===== src/core/bwpc_pkg.sv =====
// Purpose: Constants for the bus cycle control register and bus cycle timer
// Assumes: Register reached over the core's special function register port
// Notes: All offsets, fields, resets and period counts live here
package bwpc_pkg;
	// ----------------------------------------
	// Register map
	// ----------------------------------------
	localparam logic [7:0] BWPC_BCC_ADDR = 8'h9D;
	localparam logic [7:0] BWPC_BCC_RESET = 8'hEB;
	// ----------------------------------------
	// Field positions
	// ----------------------------------------
	localparam int BWPC_PFQ_BIT = 7;
	localparam int BWPC_BC_BIT = 6;
	localparam int BWPC_WRW_LO = 4;
	localparam int BWPC_RDW_LO = 2;
	localparam int BWPC_CW_LO = 0;
	// ----------------------------------------
	// Period counts
	// ----------------------------------------
	localparam logic [2:0] BWPC_DATA_BASE = 3'h4;
	localparam logic [2:0] BWPC_CODE_BASE = 3'h3;
	localparam logic [2:0] BWPC_CONST_MIN = 3'h4;
	// ----------------------------------------
	// Cycle kinds
	// ----------------------------------------
	typedef enum logic [1:0] {
		BWPC_FETCH = 2'b00,
		BWPC_CONST = 2'b01,
		BWPC_DREAD = 2'b10,
		BWPC_DWRITE = 2'b11
	} bwpc_kind_e;
	typedef enum logic [0:0] {
		BWPC_IDLE = 1'b0,
		BWPC_BUSY = 1'b1
	} bwpc_state_e;
endpackage


===== src/core/bwpc_ctrl.sv =====
// Purpose: Bus cycle control register and bus cycle length timer
// Assumes: One core clock; the core issues one bus cycle at a time
// Notes: Period count is latched at cycle start, so writes apply next cycle
`timescale 1ns/100ps
// Notes on behaviour
// - Bits 7 and 6 enable queue and cache
// - Reset leaves queue and cache enabled
// - Cache bit one enables, reset enabled
// - Write cycles last four to seven periods
// - Read cycles last four to seven periods
// - Code cycles: 01b..11b give four to six
// - Code 00b: fetch three, constant four
// - Queue stall lengthens a code cycle
// - Register at 9Dh resets to EBh
// - Same settings for every address range
// - Code fetch may be abandoned early
// - Fetch bytes to queue, others bypass
module bwpc_ctrl
	import bwpc_pkg::*;
(
	// Clock and reset
	input wire logic mclk,
	input wire logic nrst,
	// Special function register port
	input wire logic [7:0] sfr_addr,
	input wire logic sfr_wr,
	input wire logic [7:0] sfr_wdata,
	input wire logic sfr_rd,
	output logic [7:0] sfr_rdata,
	output logic sfr_sel,
	// Bus cycle request from the core
	input wire logic cyc_start,
	input wire logic [1:0] cyc_kind,
	input wire logic pfq_stall,
	input wire logic fetch_abort,
	input wire logic [7:0] bus_rdata,
	// Bus cycle status
	output logic cyc_busy,
	output logic cyc_done,
	output logic [2:0] cyc_periods,
	// Enables and read data routing
	output logic prefetch_queue_enable,
	output logic branch_cache_enable,
	output logic pfq_wr,
	output logic core_rd_valid,
	output logic [7:0] rd_byte
);
	// ----------------------------------------
	// Register
	// ----------------------------------------
	logic [7:0] bcc_q;
	wire hit = sfr_addr == BWPC_BCC_ADDR;
	wire bcc_we = sfr_wr && hit;
	always_ff @(posedge mclk or negedge nrst)
		if (!nrst)
			bcc_q <= BWPC_BCC_RESET;
		else if (bcc_we)
			bcc_q <= sfr_wdata;
	assign sfr_sel = hit && (sfr_rd || sfr_wr);
	assign sfr_rdata = (sfr_rd && hit) ? bcc_q : 8'h00;
	assign prefetch_queue_enable = bcc_q[BWPC_PFQ_BIT];
	assign branch_cache_enable = bcc_q[BWPC_BC_BIT];
	wire [1:0] write_wait_field = bcc_q[BWPC_WRW_LO +: 2];
	wire [1:0] read_wait_field = bcc_q[BWPC_RDW_LO +: 2];
	wire [1:0] code_wait_field = bcc_q[BWPC_CW_LO +: 2];

	// ----------------------------------------
	// Period decode, one setting for all addresses
	// ----------------------------------------
	function automatic logic [2:0] periods_of(input logic [1:0] kind, input logic [1:0] cw,
		input logic [1:0] rdw, input logic [1:0] wrw);
		logic [2:0] code;
		code = BWPC_CODE_BASE + {1'b0, cw};
		case (kind)
			BWPC_FETCH: periods_of = code;
			BWPC_CONST: periods_of = (code < BWPC_CONST_MIN) ? BWPC_CONST_MIN : code;
			BWPC_DREAD: periods_of = BWPC_DATA_BASE + {1'b0, rdw};
			BWPC_DWRITE: periods_of = BWPC_DATA_BASE + {1'b0, wrw};
			default: periods_of = BWPC_DATA_BASE;
		endcase
	endfunction
	wire [2:0] new_periods = periods_of(cyc_kind, code_wait_field, read_wait_field, write_wait_field);

	// ----------------------------------------
	// Cycle timer
	// ----------------------------------------
	bwpc_state_e state_q;
	logic [2:0] cnt_q;
	logic [1:0] kind_q;
	wire is_code = kind_q == BWPC_FETCH || kind_q == BWPC_CONST;
	wire hold = is_code && pfq_stall;
	wire last = state_q == BWPC_BUSY && cnt_q == cyc_periods && !hold;
	wire abort = state_q == BWPC_BUSY && kind_q == BWPC_FETCH && fetch_abort;
	// Count starts at one on the start edge, so busy lasts exactly the period count when the cycle is neither stalled nor aborted
	// A stall freezes the count, never the state, so abort still wins over a stall
	always_ff @(posedge mclk or negedge nrst)
		if (!nrst)
		begin
			state_q <= BWPC_IDLE;
			cnt_q <= 3'h0;
			kind_q <= 2'h0;
			cyc_periods <= 3'h0;
		end
		else
		begin
			case (state_q)
				BWPC_IDLE:
					if (cyc_start)
					begin
						state_q <= BWPC_BUSY;
						cnt_q <= 3'h1;
						kind_q <= cyc_kind;
						cyc_periods <= new_periods;
					end
				BWPC_BUSY:
					if (last || abort)
						state_q <= BWPC_IDLE;
					else if (!hold)
						cnt_q <= cnt_q + 3'h1;
				default: state_q <= BWPC_IDLE;
			endcase
		end
	assign cyc_busy = state_q == BWPC_BUSY;

	// ----------------------------------------
	// Read data routing
	// ----------------------------------------
	always_ff @(posedge mclk or negedge nrst)
		if (!nrst)
		begin
			cyc_done <= 1'b0;
			pfq_wr <= 1'b0;
			core_rd_valid <= 1'b0;
			rd_byte <= 8'h00;
		end
		else
		begin
			cyc_done <= last && !abort;
			pfq_wr <= last && !abort && kind_q == BWPC_FETCH;
			core_rd_valid <= last && (kind_q == BWPC_CONST || kind_q == BWPC_DREAD);
			if (last && kind_q != BWPC_DWRITE)
				rd_byte <= bus_rdata;
		end

	// ----------------------------------------
	// Checks
	// ----------------------------------------
	rst_enables_a: assert property (@(posedge mclk) $rose(nrst) |-> prefetch_queue_enable && branch_cache_enable)
		else $error("enables not set after reset");
	bc_bit_a: assert property (@(posedge mclk) disable iff (!nrst) branch_cache_enable == bcc_q[BWPC_BC_BIT])
		else $error("cache enable not bit 6");
	en_write_a: assert property (@(posedge mclk) disable iff (!nrst)
		bcc_we |=> prefetch_queue_enable == $past(sfr_wdata[7]) && branch_cache_enable == $past(sfr_wdata[6]))
		else $error("enable write lost");
	wr_len_a: assert property (@(posedge mclk) disable iff (!nrst) state_q == BWPC_IDLE && cyc_start
		&& cyc_kind == BWPC_DWRITE |=> cyc_periods == 3'(4 + $past(write_wait_field)))
		else $error("write period wrong");
	rd_len_a: assert property (@(posedge mclk) disable iff (!nrst) state_q == BWPC_IDLE && cyc_start
		&& cyc_kind == BWPC_DREAD |=> cyc_periods == 3'(4 + $past(read_wait_field)))
		else $error("read period wrong");
	code_len_a: assert property (@(posedge mclk) disable iff (!nrst) state_q == BWPC_IDLE && cyc_start
		&& cyc_kind == BWPC_FETCH |=> cyc_periods == 3'(3 + $past(code_wait_field)))
		else $error("code period wrong");
	const_min_a: assert property (@(posedge mclk) disable iff (!nrst) state_q == BWPC_IDLE && cyc_start
		&& cyc_kind == BWPC_CONST && code_wait_field == 2'b00 |=> cyc_periods == 3'h4)
		else $error("constant read not four");
	stall_hold_a: assert property (@(posedge mclk) disable iff (!nrst) cyc_busy && hold && !abort |=> cyc_busy)
		else $error("stall did not hold cycle");
	reg_read_a: assert property (@(posedge mclk) disable iff (!nrst) sfr_rd && sfr_addr == BWPC_BCC_ADDR
		|-> sfr_rdata == bcc_q)
		else $error("register read wrong");
	len_stable_a: assert property (@(posedge mclk) disable iff (!nrst) cyc_busy && $past(cyc_busy)
		|-> $stable(cyc_periods))
		else $error("period changed mid cycle");
	route_a: assert property (@(posedge mclk) disable iff (!nrst) !(pfq_wr && core_rd_valid))
		else $error("byte routed twice");

	// ----------------------------------------
	// Timer, routing and register checks
	// ----------------------------------------
	// Aborted fetch must leave no pulse behind, even on its last period
	abort_end_a: assert property (@(posedge mclk) disable iff (!nrst) abort
		|=> !cyc_busy && !cyc_done && !pfq_wr)
		else $error("abort left cycle running");
	fetch_queue_a: assert property (@(posedge mclk) disable iff (!nrst) last && !abort
		&& kind_q == BWPC_FETCH |=> pfq_wr && !core_rd_valid)
		else $error("fetch byte not queued");
	read_bypass_a: assert property (@(posedge mclk) disable iff (!nrst) last
		&& (kind_q == BWPC_CONST || kind_q == BWPC_DREAD) |=> core_rd_valid && !pfq_wr)
		else $error("read byte not bypassed");
	pulse_one_a: assert property (@(posedge mclk) disable iff (!nrst) cyc_done |=> !cyc_done)
		else $error("done pulse too long");
	rdbyte_keep_a: assert property (@(posedge mclk) disable iff (!nrst) !last |=> $stable(rd_byte))
		else $error("byte changed outside last period");
	// Data cycles ignore the stall input entirely
	data_nostall_a: assert property (@(posedge mclk) disable iff (!nrst) cyc_busy && !is_code && !last
		|=> cnt_q == $past(cnt_q) + 3'h1)
		else $error("data cycle count held");
	stall_count_a: assert property (@(posedge mclk) disable iff (!nrst) cyc_busy && hold && !abort
		|=> $stable(cnt_q))
		else $error("stall did not freeze count");
	busy_start_a: assert property (@(posedge mclk) disable iff (!nrst) !cyc_busy && cyc_start
		|=> cyc_busy && cnt_q == 3'h1)
		else $error("cycle did not start");
	count_max_a: assert property (@(posedge mclk) disable iff (!nrst) cyc_busy
		|-> cnt_q != 3'h0 && cnt_q <= cyc_periods)
		else $error("count beyond period");
	foreign_addr_a: assert property (@(posedge mclk) disable iff (!nrst) sfr_addr != BWPC_BCC_ADDR
		|-> sfr_rdata == 8'h00 && !sfr_sel)
		else $error("foreign address answered");
	other_write_a: assert property (@(posedge mclk) disable iff (!nrst) sfr_wr && sfr_addr != BWPC_BCC_ADDR
		|=> $stable(bcc_q))
		else $error("foreign write changed register");
	reg_keep_a: assert property (@(posedge mclk) disable iff (!nrst) !bcc_we |=> $stable(bcc_q))
		else $error("register changed without write");
	rdata_idle_a: assert property (@(posedge mclk) disable iff (!nrst) !sfr_rd |-> sfr_rdata == 8'h00)
		else $error("read data without read");
endmodule


===== config.mk =====
export PLATFORM = sky130hd
export DESIGN_NAME = bwpc_ctrl
export DESIGN_NICKNAME = d
export VERILOG_FILES = /design/src/core/bwpc_pkg.sv /design/src/core/bwpc_ctrl.sv
export SDC_FILE = /design/constraint.sdc
export NUM_CORES = 1
export LEC_CHECK = 0
export ABC_AREA = 1
export BUFFER_PORTS_ARGS = -buffer_cell sky130_fd_sc_hd__clkbuf_2
export CAP_MARGIN = 15
export CORE_MARGIN = 2
export CORE_UTILIZATION = 31
export DETAILED_ROUTE_END_ITERATION = 16
export HOLD_SLACK_MARGIN = 0.03
export PLACE_DENSITY = 0.54
export SLEW_MARGIN = 20
export SYNTH_ARGS = -nofsm -noshare
export SYNTH_HDL_FRONTEND = slang
export SYNTH_SLANG_ARGS = --single-unit

===== constraint.sdc =====
create_clock -name mclk -period 2 [get_ports mclk]
set_input_delay 0.1 -clock mclk [delete_from_list [all_inputs] [get_ports mclk]]
set_output_delay 0.1 -clock mclk [all_outputs]
set_load 0.01 [all_outputs]

==> reports/metrics.yaml <==
met3_usage_pct: 2.71
holdBufCountCts: 14
drc: 0
cts_resized: 0
clock_path_buffers: 2
synth-main-ff-cell: "dfrtp_1"
worst_pin_slew_ps: 688
yosysTopAreaCellShare_pct: 36.2
drv_cap: 0
ys_seq_area_share_pct: 46.5
clk_latency_ps: 270
die-area_um2: 5480
fin_tns_setup_ps: 0
layout_min_cycle_time_ps: 1630
critPathMaxFanout: 14
dieWidth_um: 74.1
relSlewSlack_pct: 54.2
synthArstFlopShare_pct: 100
gp_congestion: 0.708
cts_tree: "yes"
grt_use_met2_pct: 20.2
cts_setup_buffers: 0
crit_type: "register to register"
yosys_warnings: 0
synthTopCellsByArea: "dfrtp_1, nand2_1, dfstp_2"
slew_violations: 0
routed_wl_um: 3320
syn_nets: 221
hold_path_class: "input port to register"
rsz0062_at_grt: "false"
yosysTopAreaCell: "dfrtp_1"
worstSetupEndpointType: "register"
diodes: 0
worst-endpoint-required_ps: 2220
top_usage_layer: "met2"
grt_overflow: 0
ys_seq_elements: 28
core_area_um2: 4720
track_usage_pct: 12.9
dp_hpwl_um: 2450
wire_per_inst_um: 10.3
path_cells: "inv_1 -> ha_1 -> o21a_1 -> nor2_1 -> nand2_2 -> nor2_4 -> nand2_1 -> nand2_1"
grt_first_pass_wirelength_um: 5540
placed_cells: 304
regArea_um2: 708
grt_pass1_vias: 1267
clk_pin_slew_ps: 100
powerDensity_nw_per_um2: 1010
cts_buffers: 3
io_pins: 59
status: "complete, no violations"
final.fill_count: 483
antenna_found_initial: 0
instances_no_fill: 322
path_buf_inv: 1
drt-initial-drc-count: 32
p_total_mw: 2.08
drive_gt1_share_pct: 33.3
synth_cell_types: 23
min-delay-start: "sfr_wdata[2]"
r2r_start: "kind_q[0]"
max_stage_delay_ps: 380
ant_nets: 0
synth_edf_count: 0
finalSetupViolCount: 0
finalHoldViolCount: 0
synth_commonest_cells: "nand2_1, inv_1, dfrtp_1"
port_buffers: 58
crit_top_cell: "nand2_1"
nets: 296
cts_root_buf: "clkbuf_8"
met1_usage_pct: 17.4
avgSynthCellArea_um2: 8.41
first_pass_iters: 4
crit_arrival_ps: 1850
start_util_pct: 32.2
critPathLaunchType: "register"
synthCells: 181
htree_levels: 1
num_vias: 1348
syn_to_final_growth_pct: 36.1
fmax_mhz: 613
multiInputGateArea_um2: 666
path_delay_family: "simple AND/OR/NAND/NOR gates"
synthMostInstantiatedCell: "nand2_1"
p_leak_nw: 1.09
num_rows: 25
fin_skew_ps: 2.22
cp-startpoint: "kind_q[0]"
cts_sinks: 28
vias_per_cell: 4.19
grt_max_degree: 29
fin_crit_sh_pct: 81.5
synth_area_um2: 1520
vdd_drop_max_uv: 362
slowest_stage: "dfrtp_1"
chipHeight_um: 74.1
cells in the final DEF, fill, tap and decap left out, drive strengths merged:
master       synthesis  layout
nor3b                2       2
xnor2                1       1
nand3               13      13
ha                   7       7
nand2               47      47
dlygate4sd3          0      14
a41oi                2       2
inv                 32      32
buf                  3       1
clkbuf               0      62
a31oi                1       1
nor4                 1       1
nand4                1       1
o21a                 1       1
o21ai               21      21
nor2                21      21
dfstp                6       6
dfrtp               22      22
routing by layer:
layer / wire (µm) / vias up
met1: 1610 / 588
met3: 208 / 2
li1: - / 716
met5: 0 / -
met2: 1470 / 42
met4: 34 / 0
per-stage QoR:
stage | setup WS [ps] | hold slack (ps) | area (µm²) | util, %
after floorplan | 577 | -196 | 1520 | -
after global placement | 422 | 186 | 1880 | 39.7
after detailed placement | 368 | 184 | 1880 | 39.7
after CTS | 354 | 31.8 | 2070 | 43.8
after global routing | 163 | 47.8 | 2070 | 43.8
final | 369 | 37.6 | 2070 | 43.8
path summary, 6_finish.rpt:
path,end,slack [ps],cells past startpoint
hold reg to reg,bcc_q[7],490,2
setup reg to reg,rd_byte[4],370,8
min in group asynchronous,rd_byte[5],390,2
setup / recovery,rd_byte[4],370,8
hold / removal,bcc_q[2],40,3
max in group asynchronous,kind_q[1],1170,2
layout make-up:
class                           instances  area share, %
Clock buffer                            4           2.66
Inverter                               32           5.80
Multi-Input combinational cell        118           32.1
Sequential cell                        28           34.2
Tap cell                               67           4.05
Timing Repair Buffer                   73           21.1
flip-flops by register name, summed over array words and instances, names as in the netlist:
register	count
cyc_busy	1
pfq_wr	1
core_rd_valid	1
cnt_q	3
kind_q	2
bcc_q	8
cyc_periods	3
rd_byte	8
cyc_done	1
cell families after synthesis:
family | Yosys count | share of synthesized area, %
and+or+nand+nor | 85 | 26.5
adders and majority gates | 7 | 5.76
xor gates and xnor gates | 1 | 0.576
buffers and inverters | 35 | 9.70
AOI/OAI and AO/OA | 25 | 10.9
DFF | 28 | 46.5
power by group:
group	total (mW)	switching (mW)	internal, mW
clock	0.355	0.179	0.176
combinational	0.831	0.481	0.350
sequential	0.896	0.147	0.749
total	2.08	0.807	1.28
worst min-delay path: stages:
cell	delay, ps
clkbuf_2	80
inv_1	50
o21ai_2	50
(Power assumes the default switching activity.)
